## src/design/tic_pkg.sv

```systemverilog
package tic_pkg;

   typedef logic [7:0] byte_t;
   typedef logic [15:0] vector_t;

   // Register addresses in the special function register space.
   localparam byte_t ADDR_CONTROL = 8'hA1;
   localparam byte_t ADDR_HUND = 8'hA2;
   localparam byte_t ADDR_SEC = 8'hA3;
   localparam byte_t ADDR_MIN = 8'hA4;
   localparam byte_t ADDR_HOUR = 8'hA5;
   localparam byte_t ADDR_INTERVAL_MATCH_VALUE = 8'hA6;

   // Field positions of counter_control.
   localparam int BIT_CLK_EN = 0;
   localparam int BIT_IEN = 1;
   localparam int BIT_FLAG = 2;
   localparam int BIT_SINGLE = 3;
   localparam int BIT_TB_LO = 4;
   localparam int BIT_TB_HI = 5;
   localparam int BIT_HOUR24 = 6;

   // Reset values.
   localparam byte_t CONTROL_RESET = 8'h00;
   localparam byte_t INTERVAL_MATCH_VALUE_RESET = 8'h00;
   localparam byte_t TIME_RESET = 8'h00;

   // Last count of each time stage.
   localparam byte_t HUND_MAX = 8'h7F;
   localparam byte_t SEC_MAX = 8'h3B;
   localparam byte_t MIN_MAX = 8'h3B;
   localparam byte_t HOUR24_MAX = 8'h17;
   localparam byte_t HOUR_FULL_MAX = 8'hFF;

   // Crystal rate and the time tick derived from it.
   localparam int XTAL_HZ = 32768;
   localparam int TICK_HZ = 128;
   localparam int XTAL_PER_TICK = XTAL_HZ / TICK_HZ;
   localparam int STAGES = 4;

   // Wake-up service vector.
   localparam vector_t WAKE_VECTOR = 16'h0053;

   typedef enum logic [1:0] {
      TB_TICK = 2'b00,
      TB_SEC = 2'b01,
      TB_MIN = 2'b10,
      TB_HOUR = 2'b11
   } timebase_e;

endpackage

```

## src/design/time_interval_counter.sv

```systemverilog
// Operation
// RL1: Time chain ticks from crystal, also in power-down.
// RL2: Intervals from one tick to 255 hours.
// RL3: Software allows each access time to complete.
// RL4: Timebase field picks which overflow steps interval.
// RL5: Match of counter and value sets flag.
// RL6: Flag raises interrupt and wakes from power-down.
// RL7: Flag stays set until software clears it.
// RL8: Single-shot timeout clears the interval enable.
// RL9: Otherwise counter reloads and restarts each timeout.
// RL10: Interval counter runs only while enabled.
// RL11: Clock enable gates ticks; clearing restores time.
// RL12: Time registers writable while clock enable low.
// RL13: Hour counts 0-23 in 24-hour mode, else 0-255.
// RL14: Interval value register accepts 0 to 255.
// RL15: Hundredths counts 0-127 then carries to seconds.
// RL16: Seconds counts 0-59 then carries to minutes.
// RL17: Minutes counts 0-59 then carries to hours.
// RL18: Enabling the interval clears its counter.
`timescale 1ns/100ps
`default_nettype none
module time_interval_counter #(
   parameter int XTAL_DIV = tic_pkg::XTAL_PER_TICK
) (
   input wire logic ref_clk_i,
   input wire logic rst_i,
   input wire logic xtal_i,
   input wire tic_pkg::byte_t sfr_addr_i,
   input wire logic sfr_wr_i,
   input wire tic_pkg::byte_t sfr_wdata_i,
   input wire logic sfr_rd_i,
   output tic_pkg::byte_t sfr_rdata_o,
   input wire logic int_enable_i,
   input wire logic power_down_i,
   output logic irq_o,
   output logic wake_o,
   output tic_pkg::vector_t wake_vector_o
);
   import tic_pkg::*;

   logic tick_en;
   logic clk_en_reg;
   logic ien_reg;
   logic flag_reg;
   logic single_reg;
   logic hour24_reg;
   timebase_e tb_reg;
   byte_t interval_match_value_reg;
   byte_t ival_cnt_reg;
   byte_t ival_next;
   byte_t rdata_reg;
   logic ctl_wr;
   logic iv_wr;
   logic restore;
   logic ien_rise;
   logic tb_pulse;
   logic timeout;
   logic [STAGES-1:0] time_wr;
   logic [STAGES-1:0] stage_inc;
   logic [STAGES-1:0] stage_wrap;
   byte_t stage_max [STAGES];
   byte_t time_cnt [STAGES];
   byte_t shadow_reg [STAGES];

   // The logic needs at least two crystal edges per tick.
   generate
      if (XTAL_DIV < 2) begin : g_bad_ratio
         $error("crystal ratio must be at least two");
      end
   endgenerate

   // The crystal tick is not gated by power-down; only the clock enable gates it.
   tic_tick_divider #(
      .DIV(XTAL_DIV)
   ) u_divider (
      .ref_clk_i(ref_clk_i),
      .rst_i(rst_i),
      .xtal_i(xtal_i),
      .tick_o(tick_en)
   ); // [RL1]

   assign ctl_wr = sfr_wr_i && (sfr_addr_i == ADDR_CONTROL);
   assign iv_wr = sfr_wr_i && (sfr_addr_i == ADDR_INTERVAL_MATCH_VALUE);
   assign restore = ctl_wr && clk_en_reg && !sfr_wdata_i[BIT_CLK_EN]; // [RL11]
   assign ien_rise = ctl_wr && !ien_reg && sfr_wdata_i[BIT_IEN];

   assign stage_inc[0] = tick_en && clk_en_reg; // [RL11]
   assign stage_max[0] = HUND_MAX; // [RL15]
   assign stage_max[1] = SEC_MAX; // [RL16]
   assign stage_max[2] = MIN_MAX; // [RL17]
   assign stage_max[3] = hour24_reg ? HOUR24_MAX : HOUR_FULL_MAX; // [RL13]

   // Each time stage carries into the next one.
   genvar i;
   generate
      for (i = 0; i < STAGES; i++) begin : g_stage
         byte_t stage_addr;
         assign stage_addr = byte_t'(ADDR_HUND + i);
         assign time_wr[i] = sfr_wr_i && (sfr_addr_i == stage_addr) && !clk_en_reg; // [RL12]
         if (i > 0) begin : g_carry
            assign stage_inc[i] = stage_wrap[i-1]; // [RL15] [RL16] [RL17]
         end

         always_ff @(posedge ref_clk_i) begin
            if (rst_i) begin
               shadow_reg[i] <= TIME_RESET;
            end else if (time_wr[i]) begin
               shadow_reg[i] <= sfr_wdata_i; // [RL11]
            end
         end

         tic_wrap_counter #(
            .WIDTH(8)
         ) u_count (
            .ref_clk_i(ref_clk_i),
            .rst_i(rst_i),
            .inc_i(stage_inc[i]),
            .load_i(time_wr[i] || restore),
            .load_val_i(time_wr[i] ? sfr_wdata_i : shadow_reg[i]),
            .max_i(stage_max[i]),
            .count_o(time_cnt[i]),
            .wrap_o(stage_wrap[i])
         );
      end
   endgenerate

   // The selected overflow steps the interval counter.
   always_comb begin
      case (tb_reg)
         TB_TICK: tb_pulse = stage_inc[0]; // [RL4]
         TB_SEC: tb_pulse = stage_wrap[0]; // [RL4]
         TB_MIN: tb_pulse = stage_wrap[1]; // [RL4]
         TB_HOUR: tb_pulse = stage_wrap[2]; // [RL4]
         default: tb_pulse = 1'b0;
      endcase
   end

   assign ival_next = ival_cnt_reg + 8'h01;
   // A value of N from 1 to 255 gives N timebase units and 0 gives 256; 255 with hour units is 255 hours.
   assign timeout = ien_reg && tb_pulse && (ival_next == interval_match_value_reg); // [RL5] [RL2]

   always_ff @(posedge ref_clk_i) begin
      if (rst_i) begin
         ival_cnt_reg <= 8'h00;
      end else if (ien_rise) begin
         ival_cnt_reg <= 8'h00; // [RL18]
      end else if (timeout) begin
         ival_cnt_reg <= 8'h00; // [RL9]
      end else if (ien_reg && tb_pulse) begin
         ival_cnt_reg <= ival_next; // [RL10]
      end
   end

   always_ff @(posedge ref_clk_i) begin
      if (rst_i) begin
         ien_reg <= CONTROL_RESET[BIT_IEN];
      end else if (ctl_wr) begin
         ien_reg <= sfr_wdata_i[BIT_IEN]; // [RL10]
      end else if (timeout && single_reg) begin
         ien_reg <= 1'b0; // [RL8]
      end
   end

   // The hardware set wins over a software clear in the same cycle.
   always_ff @(posedge ref_clk_i) begin
      if (rst_i) begin
         flag_reg <= CONTROL_RESET[BIT_FLAG];
      end else if (timeout) begin
         flag_reg <= 1'b1; // [RL5] [RL7]
      end else if (ctl_wr) begin
         flag_reg <= sfr_wdata_i[BIT_FLAG]; // [RL7]
      end
   end

   always_ff @(posedge ref_clk_i) begin
      if (rst_i) begin
         clk_en_reg <= CONTROL_RESET[BIT_CLK_EN];
         single_reg <= CONTROL_RESET[BIT_SINGLE];
         hour24_reg <= CONTROL_RESET[BIT_HOUR24];
         tb_reg <= timebase_e'(CONTROL_RESET[BIT_TB_HI:BIT_TB_LO]);
      end else if (ctl_wr) begin
         clk_en_reg <= sfr_wdata_i[BIT_CLK_EN];
         single_reg <= sfr_wdata_i[BIT_SINGLE];
         hour24_reg <= sfr_wdata_i[BIT_HOUR24];
         tb_reg <= timebase_e'(sfr_wdata_i[BIT_TB_HI:BIT_TB_LO]);
      end
   end

   always_ff @(posedge ref_clk_i) begin
      if (rst_i) begin
         interval_match_value_reg <= INTERVAL_MATCH_VALUE_RESET;
      end else if (iv_wr) begin
         interval_match_value_reg <= sfr_wdata_i; // [RL14]
      end
   end

   // Read data is captured on the read strobe; the reserved bit reads zero.
   always_ff @(posedge ref_clk_i) begin
      if (rst_i) begin
         rdata_reg <= 8'h00;
      end else if (sfr_rd_i) begin
         case (sfr_addr_i)
            ADDR_CONTROL: rdata_reg <= {1'b0, hour24_reg, tb_reg, single_reg,
                                        flag_reg, ien_reg, clk_en_reg};
            ADDR_HUND: rdata_reg <= time_cnt[0];
            ADDR_SEC: rdata_reg <= time_cnt[1];
            ADDR_MIN: rdata_reg <= time_cnt[2];
            ADDR_HOUR: rdata_reg <= time_cnt[3];
            ADDR_INTERVAL_MATCH_VALUE: rdata_reg <= interval_match_value_reg;
            default: rdata_reg <= 8'h00;
         endcase
      end
   end

   assign sfr_rdata_o = rdata_reg;
   assign irq_o = flag_reg && int_enable_i; // [RL6]
   assign wake_o = irq_o && power_down_i; // [RL6]
   assign wake_vector_o = WAKE_VECTOR; // [RL6]
endmodule
`default_nettype wire

```

## src/design/tic_tick_divider.sv

```systemverilog
`timescale 1ns/100ps
`default_nettype none
module tic_tick_divider #(
   parameter int DIV = 256
) (
   input wire logic ref_clk_i,
   input wire logic rst_i,
   input wire logic xtal_i,
   output logic tick_o
);
   localparam int CW = (DIV > 1) ? $clog2(DIV) : 1;
   localparam logic [CW-1:0] LAST = CW'(DIV - 1);

   logic xtal_meta_reg;
   logic xtal_sync_reg;
   logic xtal_last_reg;
   logic [CW-1:0] cnt_reg;
   logic rise;

   generate
      if (DIV < 2) begin : g_bad_div
         $error("tick divider needs a ratio of at least two");
      end
   endgenerate

   // The crystal pin passes two flip-flops before the edge detector.
   always_ff @(posedge ref_clk_i) begin
      xtal_meta_reg <= xtal_i;
      xtal_sync_reg <= xtal_meta_reg;
      xtal_last_reg <= xtal_sync_reg;
   end

   assign rise = xtal_sync_reg && !xtal_last_reg;

   always_ff @(posedge ref_clk_i) begin
      if (rst_i) begin
         cnt_reg <= '0;
      end else if (rise) begin
         cnt_reg <= (cnt_reg == LAST) ? '0 : cnt_reg + 1'b1;
      end
   end

   always_ff @(posedge ref_clk_i) begin
      if (rst_i) begin
         tick_o <= 1'b0;
      end else begin
         tick_o <= rise && (cnt_reg == LAST);
      end
   end
endmodule
`default_nettype wire

```

## src/design/tic_wrap_counter.sv

```systemverilog
`timescale 1ns/100ps
`default_nettype none
module tic_wrap_counter #(
   parameter int WIDTH = 8
) (
   input wire logic ref_clk_i,
   input wire logic rst_i,
   input wire logic inc_i,
   input wire logic load_i,
   input wire logic [WIDTH-1:0] load_val_i,
   input wire logic [WIDTH-1:0] max_i,
   output logic [WIDTH-1:0] count_o,
   output logic wrap_o
);
   generate
      if (WIDTH < 1) begin : g_bad_width
         $error("wrap counter needs a width of at least one");
      end
   endgenerate

   // A load wins over counting and suppresses the carry.
   always_ff @(posedge ref_clk_i) begin
      if (rst_i) begin
         count_o <= '0;
      end else if (load_i) begin
         count_o <= load_val_i;
      end else if (inc_i) begin
         count_o <= (count_o == max_i) ? '0 : count_o + 1'b1;
      end
   end

   assign wrap_o = inc_i && !load_i && (count_o == max_i);
endmodule
`default_nettype wire

```

## config.mk

```make
export PLATFORM = sky130hd
export DESIGN_NAME = time_interval_counter
export DESIGN_NICKNAME = d
export VERILOG_FILES = /design/src/design/tic_pkg.sv /design/src/design/time_interval_counter.sv /design/src/design/tic_tick_divider.sv /design/src/design/tic_wrap_counter.sv
export SDC_FILE = /design/constraint.sdc
export NUM_CORES = 1
export LEC_CHECK = 0
export BUFFER_PORTS_ARGS = -buffer_cell sky130_fd_sc_hd__buf_2
export CORE_ASPECT_RATIO = 1.75
export CORE_UTILIZATION = 25
export CTS_CLUSTER_DIAMETER = 120
export DETAILED_ROUTE_END_ITERATION = 10
export GPL_TIMING_DRIVEN = 1
export SLEW_MARGIN = 5
export SYNTH_ARGS = -nofsm -noshare
export SYNTH_HDL_FRONTEND = slang
export SYNTH_SLANG_ARGS = --single-unit
```

## constraint.sdc

```tcl
create_clock -name ref_clk_i -period 2.9 [get_ports ref_clk_i]
set_input_delay 0 -clock ref_clk_i [delete_from_list [all_inputs] [get_ports ref_clk_i]]
set_output_delay 0 -clock ref_clk_i [all_outputs]
set_load 0.02 [all_outputs]
```

==> flow_summary.yaml, run 1 <==
outcome:
  status: "finished, final reports clean"
logic_synthesis:
  synth-warning-count: 0
  synth_edf_count: 32
  syn-cell-area_um2: 5984
  ys_ff_latch: 107
  netlist_top_cells_count: "nor2_1, dfxtp_1, clkbuf_1, nand2_1, and3_1"
  synth_top_area_frac: 0.2509
  ys.flop_type: "dfxtp_1"
  syn_area_per_cell_um2: 8.711
  synth_area_leader_cell: "dfxtp_1"
  yosysMostFrequentCell: "nor2_1"
  netlist_instances: 687
  synth-seq-area-share: 0.4115
  synth.distinct_cells: 62
  synth_area_leaders: "dfxtp_1, edfxtp_1, nor2_1, and3_1, a221oi_1"
  synthArstFlopShare: 0
die:
  io_pins: 49
  die_area_um2: 24590
  initial_core_util: 0.2555
  coreArea_um2: 23430
  std_cell_rows: 74
  dieHeight_um: 206.7
  die_w_um: 119.0
clock_network:
  clock_latency_ps: 370
  cts-root-buf: "clkbuf_16"
  cts_buffers: 9
  cts.sinks: 107
  clkSlewWorstSetupHoldPaths_ps: 70
  cts-htree-levels: 3
  cts_buffer_depth: 2
  post-cts-setup-buffers: 0
  cts_tree: "done"
routing:
  drc: 0
  vias_per_cell: 5.342
  wl_per_cell_um: 18.66
  drt-total-wl_mm: 19.09
  num_vias: 5465
  drtPass1Iterations: 5
  postRouteAntennaNets: 0
  drtIter0Drc: 355
grt:
  gr-usage-met3: 0.01868
  antenna_found_initial: 0
  first_global_vias: 5290
  top_usage_layer: "met2"
  grt_max_degree: 41
  use_met2: 0.2991
  met1_usage: 0.1480
  grt_pass1_wl_mm: 29.11
  overflow: 0
  grt_usage: 0.1568
timing:
  maxSlewHeadroom: 0.4555
  worstMarginPinSlew_ps: 815.8
  period_minus_slack_ps: 2876
  setup_viol: 0
  finClkSkew_ps: 7.776
  fin_crit_sh: 0.9918
  worst_slack_ps: 23.91
  fmax_mhz: 347.7
  slew_viol_final: 0
  hold_viol_final: 0
power_and_ir_drop:
  p_leak_uw: 0.002569
  ir_drop_v: 0.0002616
  power.density_nw_per_um2: 443.1
critical_path:
  cp-start-kind: "flip-flop"
  crit_fanout: 8
  r2r_slack_ps: 20
  arrival_ps: 3160
  crit_path_end_kind: "flip-flop"
  critPathKind: "flip-flop to flip-flop"
  reg2reg_depth: 7
  cp.required_ps: 3180
min_path:
  holdPathStages: 3
  min_path_type: "primary input to flip-flop"
finish:
  stdcell_area_um2: 6930
  syn2layout_area_growth_pct: 15.81
  nets: 743
  n_antenna_cell: 0
  utilization: 0.2959
  drive_above_1_share: 0.1725
placed_design:
  port_buffers: 32
  place.gp.congestion: 0.8703
  pre_cts_slack_ps: 13.31
  placed_cell_area_um2: 6559
  dp_hpwl_mm: 14.16
job:
  drv_cap: 0
-- power breakdown --
group | total, µW | switching (µW) | internal (µW)
Clock | 1300 | 581 | 716
Combinational | 189 | 143 | 46.0
Sequential | 1580 | 14.3 | 1570
Total | 3070 | 739 | 2330
-- cell families (layout without fill, tap and decap cells) --
kind of cell    Yosys count  count (layout)  share of synthesized area
buf+inv                  76              94                    0.05896
mux                      29              29                    0.05080
compound gates          164             164                     0.1936
flops                   107             107                     0.4115
fa+ha+maj                 6               6                    0.01254
simple gates            287             287                     0.2480
xor+xnor                 16              16                    0.02342
other cells               2              16                   0.001255
-- cell usage in the layout, fill, tap and decap left out, types with 5 or more instances in the layout --
cell       count
nor2_1        77
dfxtp_1       73
nand2_1       48
and3_1        45
o21ai_0       34
buf_4         33
buf_2         32
edfxtp_1      32
a21oi_1       28
nor3_1        25
nand3_1       25
a221oi_1      24
mux2i_1       18
conb_1        16
a22oi_1       15
a211oi_1      14
inv_1         11
xor2_1        11
mux2_2        11
nand4_1       10
a22o_1         9
clkbuf_16      9
nand2b_1       7
and2_1         7
nor2b_1        6
or2_2          5
xnor2_1        5
ha_1           5
-- what timing repair did --
action | CTS | global route
setup endpoints to repair | 0 | 7
resized for setup | 0 | 14
endpoints found under the hold margin | 1 | 0
hold buffers | 1 | 0
-- critical path, cell delays in order, from the launching register on --
cell	delay [ps]
dfxtp_2	350
ha_4	130
or4b_4	470
or2_4	260
o41a_1	420
a311o_1	390
or4_4	540
o31ai_4	240
-- layer usage --
layer | wire [µm] | up-vias
met5 | 0 | -
met4 | 1341 | 0
met3 | 567 | 72
met2 | 10370 | 178
met1 | 6817 | 2631
li1 | - | 2584
-- final cells by class --
type | instances | area (µm²)
Fill cell | 2450 | 16490
Multi-Input combinational cell | 518 | 3301
Sequential cell | 107 | 2465
Timing Repair Buffer | 67 | 437.9
Tap cell | 304 | 380.4
Clock buffer | 12 | 256.5
Clock inverter | 4 | 48.80
Inverter | 11 | 41.29
-- metrics by stage --
step           cells  hold slack [ps]  total power (µW)  TNS [ps]
5_1_grt         1023            48.12              3157    -33.47
3_5_place_dp    1006            111.4              1804         0
2_1_floorplan    701            27.72              1739         0
3_3_place_gp    1006            111.9              1802         0
4_1_cts         1023            26.78              3090         0
6_report        1023            29.69              3071         0
-- final timing paths --
| check | from | to |
|---|---|---|
| worst max register to register | g_stage[1].u_count.count_o[0] | ival_cnt_reg[2] |
| worst min-delay path | sfr_wdata_i[5] | g_stage[1].u_count.count_o[5] |
| worst max-delay path | g_stage[1].u_count.count_o[0] | ival_cnt_reg[2] |
| worst min register to register | u_divider.xtal_meta_reg | u_divider.xtal_sync_reg |
No activity file was read; power rests on OpenSTA's default activity.
==> run 2, diff against run 1 <==
--- a/config.mk
+++ b/config.mk
@@ -8,9 +8,12 @@
 export BUFFER_PORTS_ARGS = -buffer_cell sky130_fd_sc_hd__buf_2
 export CORE_ASPECT_RATIO = 1.75
 export CORE_UTILIZATION = 25
+export CTS_BUF_LIST = sky130_fd_sc_hd__clkbuf_4
 export CTS_CLUSTER_DIAMETER = 120
 export DETAILED_ROUTE_END_ITERATION = 10
 export GPL_TIMING_DRIVEN = 1
+export PLACE_DENSITY = 0.51
+export REMOVE_ABC_BUFFERS = 1
 export SLEW_MARGIN = 5
 export SYNTH_ARGS = -nofsm -noshare
 export SYNTH_HDL_FRONTEND = slang
==> flow_summary.yaml, run 2 (same netlist as run 1, synthesis figures left out) <==
timing:
  setup_viol: 0
  fmax_mhz: 350.8
  hold_viol_final: 0
  worstMarginPinSlew_ps: 870.0
  final.setup.tns_ps: 0
  slew_viol_final: 0
  period_minus_slack_ps: 2851
  maxSlewHeadroom: 0.4050
  fin_crit_sh: 0.9830
  finClkSkew_ps: 29.33
  hold_ws_ps: 122.7
die:
  die_area_um2: 24590
  dieHeight_um: 206.7
  coreArea_um2: 23430
  std_cell_rows: 74
  io_pins: 49
  die_w_um: 119.0
  initial_core_util: 0.2555
critical_path:
  cp.required_ps: 3310
  arrival_ps: 3260
  max_stage_delay_ps: 490
  rr_startpoint: "g_stage[1].u_count.count_o[1]"
  critical_path.slowest_cell: "or4b_4"
  crit_path_end_kind: "flip-flop"
  crit_fanout: 8
  crit_start: "g_stage[1].u_count.count_o[1]"
  path_cells: "ha_1 -> or4b_4 -> or2_4 -> o41a_1 -> a311o_1 -> buf_4 -> o21ba_2 -> a22oi_2 -> o31ai_2"
  critPathKind: "flip-flop to flip-flop"
  cp-start-kind: "flip-flop"
finish:
  final_cell_mix: "nor2_1, dfxtp_1, nand2_1, and3_1, buf_4"
  drive_above_1_share: 0.1784
  final_common_cell: "nor2_1"
  syn2layout_area_growth_pct: 15.18
  nets: 764
  nFillCells: 2528
min_path:
  hp-start: "xtal_i"
  min_path_type: "primary input to flip-flop"
routing:
  drtPass1Iterations: 5
  vias_per_cell: 5.119
  drt-total-wl_mm: 19.69
  postRouteAntennaNets: 0
  num_vias: 5349
  drc: 0
  wl_per_cell_um: 18.84
  drtIter0Drc: 243
clock_network:
  cts_tree: "done"
  cts.sinks: 107
  post-cts-setup-buffers: 0
  cts_buffer_depth: 2
  cts_buffers: 9
  clock_latency_ps: 510
  cts-htree-levels: 3
  clkSlewWorstSetupHoldPaths_ps: 170
  cts-root-buf: "clkbuf_4"
outcome:
  status: "finished, final reports clean"
grt:
  overflow: 0
  grt_pass1_wl_mm: 30.30
  grt_usage: 0.1652
  antenna_found_initial: 1
  first_global_vias: 5202
  grt_max_degree: 37
power_and_ir_drop:
  power.density_nw_per_um2: 374.3
  p_leak_uw: 0.002586
  ir_drop_v: 0.0001562
placed_design:
  port_buffers: 32
  place.gp.congestion: 0.9138
  dp_hpwl_mm: 14.73
job:
  drv_cap: 0
==> run 2: final cells by class <==
class / count / area (µm²) / area share
inverter: 11 / 41.29 / 0.005990
multi-input combinational: 518 / 3257 / 0.4725
timing repair buffer: 88 / 608.1 / 0.08822
tap: 304 / 380.4 / 0.05518
clock buffer: 10 / 75.07 / 0.01089
clock inverter: 6 / 63.81 / 0.009258
antenna: 1 / 2.502 / 0.0003630
sequential: 107 / 2465 / 0.3576
==> run 2: worst paths after layout <==
check / slack, ps / endpoint / cells after the start
hold reg to reg: 350 / u_divider.xtal_sync_reg / 0
setup reg to reg: 50 / ival_cnt_reg[6] / 9
hold / removal: 120 / u_divider.xtal_meta_reg / 2
setup / recovery: 50 / ival_cnt_reg[6] / 9
==> run 2: timing repair <==
action,in CTS,in global routing
setup endpoints to repair,0,9
hold buffers,11,0
gates resized for setup,0,8
endpoints found under the hold margin,45,0
==> run 2: per-layer routing <==
layer	vias up	wire, µm	track usage
met5	-	0	0
met1	2543	7393	0.1704
met2	140	10650	0.3097
li1	2615	-	-
met3	51	589	0.02390
met4	0	1058	0.1080
==> run 2: stage by stage <==
stage | cell area, µm² | cells | util | worst slack [ps] | power, µW
6_report | 6893 | 1045 | 0.2943 | 49.34 | 2580
5_1_grt | 6893 | 1045 | 0.2943 | -6.195 | 2684
4_1_cts | 6873 | 1044 | 0.2934 | 1.477 | 2627
3_5_place_dp | 6624 | 1017 | 0.2828 | 46.63 | 1806
3_3_place_gp | 6624 | 1017 | 0.2828 | 71.11 | 1805
2_1_floorplan | 5725 | 636 | - | -1420 | 1693
==> run 2: power breakdown <==
group / switching, µW / total (µW) / internal, µW
clock network: 521 / 796 / 275
registers: 12.4 / 1580 / 1570
logic: 145 / 200 / 55.1
==> run 2: critical path: cells and delay by family, from the launching register on <==
family / cells / cell delay [ps]
AOI/OAI and AO/OA: 5 / 1290
and+or+nand+nor: 2 / 760
DFF: 1 / 360
adders and majority gates: 1 / 170
buffers and inverters: 1 / 160
==> run 3, diff against run 2 <==
--- a/config.mk
+++ b/config.mk
@@ -7,12 +7,12 @@
 export LEC_CHECK = 0
 export BUFFER_PORTS_ARGS = -buffer_cell sky130_fd_sc_hd__buf_2
 export CORE_ASPECT_RATIO = 1.75
-export CORE_UTILIZATION = 25
+export CORE_UTILIZATION = 35
 export CTS_BUF_LIST = sky130_fd_sc_hd__clkbuf_4
 export CTS_CLUSTER_DIAMETER = 120
 export DETAILED_ROUTE_END_ITERATION = 10
 export GPL_TIMING_DRIVEN = 1
-export PLACE_DENSITY = 0.51
+export PLACE_DENSITY = 0.63
 export REMOVE_ABC_BUFFERS = 1
 export SLEW_MARGIN = 5
 export SYNTH_ARGS = -nofsm -noshare
==> flow_summary.yaml, run 3 (same netlist as run 1, synthesis figures left out) <==
finish:
  syn2layout_area_growth_pct: 13.72
  nets: 761
  nFillCells: 1736
  multi_input_area_um2: 3277
  drive_above_1_share: 0.1737
  stdcell_count: 962
  final_common_cell: "nor2_1"
  final_cell_mix: "nor2_1, dfxtp_1, nand2_1, and3_1, buf_4"
  utilization: 0.4099
  regArea_um2: 2465
timing:
  fin_crit_sh: 1.018
  maxSlewHeadroom: 0.5252
  worst_slack_ps: -52.12
  period_minus_slack_ps: 2952
  fmax_mhz: 338.7
  finClkSkew_ps: 24.75
  hold_viol_final: 0
  worstMarginPinSlew_ps: 704.7
  slew_viol_final: 0
  setup_viol: 4
  rsz0062_at_grt: "yes"
die:
  std_cell_rows: 62
  dieHeight_um: 175.0
  die_w_um: 100.8
  initial_core_util: 0.3605
  coreArea_um2: 16600
  die_area_um2: 17650
  io_pins: 49
critical_path:
  rr_startpoint: "g_stage[1].u_count.count_o[1]"
  cp_num_cells: 7
  arrival_ps: 3350
  r2r_slack_ps: -50
  path_buf_inv: 0
  critPathKind: "flip-flop to flip-flop"
  cp_top_family: "simple AND/OR/NAND/NOR gates"
  max_stage_delay_ps: 610
  cp.required_ps: 3300
  crit_fanout: 8
  r2r-end: "ival_cnt_reg[6]"
  path_cells: "ha_4 -> or4b_4 -> or2_4 -> o41a_1 -> a311o_1 -> or4_4 -> o31ai_2"
  cp-start-kind: "flip-flop"
  reg2reg_depth: 7
  critical_path.slowest_cell: "or4_4"
  crit_path_end_kind: "flip-flop"
clock_network:
  clock_latency_ps: 490
  cts-root-buf: "clkbuf_4"
  clkSlewWorstSetupHoldPaths_ps: 180
  cts.sinks: 107
  cts_buffer_depth: 2
  cts_tree: "done"
  cts_buffers: 9
  cts-htree-levels: 3
min_path:
  hp-start: "xtal_i"
  min_path_type: "primary input to flip-flop"
  holdPathEnd: "u_divider.xtal_meta_reg"
  holdPathStages: 2
grt:
  overflow: 0
  grt_max_degree: 41
  first_global_vias: 5215
  grt_usage: 0.2122
  use_met2: 0.3690
  grt_pass1_wl_mm: 28.40
  gr-usage-met3: 0.02800
  antenna_found_initial: 1
  met1_usage: 0.2364
  top_usage_layer: "met2"
power_and_ir_drop:
  power.density_nw_per_um2: 383.4
  ir_drop_v: 0.0001906
  p_leak_uw: 0.002576
placed_design:
  pre_cts_slack_ps: 7.533
  dp_hpwl_mm: 13.15
  place.gp.congestion: 0.9257
  dp.cells: 930
  port_buffers: 32
routing:
  drtIter0Drc: 369
  postRouteAntennaNets: 0
  drt-total-wl_mm: 18.16
  drtPass1Iterations: 6
  num_vias: 5543
  vias_per_cell: 5.762
  drc: 0
  wl_per_cell_um: 18.88
job:
  drv_cap: 0
outcome:
  violations: "negative setup slack"
  status: "finished, violations left"
-- run 3: metal layers --
metal,routed length (µm),vias up,part of all wire
met4,1173,0,0.065
met1,6763,2644,0.37
li1,-,2618,-
met2,9341,216,0.51
met3,884,65,0.049
met5,0,-,0
-- run 3: through the flow --
stage	power, µW	hold slack (ps)	cell area [µm²]	setup TNS (ps)
after floorplan	1693	27.72	5725	-26280
after global placement	1797	106.9	6476	0
after detailed placement	1798	112.8	6476	0
after CTS	2627	120.7	6748	0
after global routing	2706	103.5	6805	-333.9
final	2609	140.1	6805	-126.7
-- run 3: area by class of cell --
type                    instances  area share
multi-input cells             518      0.4815
flip-flops and latches        107      0.3622
repair buffers                 85     0.08641
well taps                     224     0.04118
clock inverters                 7     0.01232
clock buffers                   9    0.009928
inverters                      11    0.006067
diodes                          1   0.0003677
-- run 3: worst register-to-register path: stages, from the launching register on --
cell     delay [ps]
dfxtp_2         390
ha_4            140
or4b_4          470
or2_4           270
o41a_1          370
a311o_1         380
or4_4           610
o31ai_2         250
-- run 3: where the power goes --
group / internal [µW] / switching [µW]
registers: 1570 / 12.8
logic: 53.9 / 140
clock network: 280 / 550
-- run 3: timing repair --
item	CTS	global route
hold buffers	12	0
cloned	0	0
pin swaps	1	8
endpoints found under the hold margin	33	0
endpoints found under the setup margin	5	6
gates resized for setup	0	6
buffers inserted	0	3
-- run 3: worst max path at each step --
stage / from / endpoint / slack [ps]
after floorplan: sfr_addr_i[3] / g_stage[3].u_count.count_o[4] / -1420
after global placement: g_stage[1].u_count.count_o[0] / ival_cnt_reg[6] / 60
after detailed placement: g_stage[1].u_count.count_o[0] / ival_cnt_reg[2] / 8
after CTS: g_stage[1].u_count.count_o[0] / ival_cnt_reg[6] / 30
after global routing: g_stage[1].u_count.count_o[1] / ival_cnt_reg[5] / -90
final: g_stage[1].u_count.count_o[1] / ival_cnt_reg[6] / -50
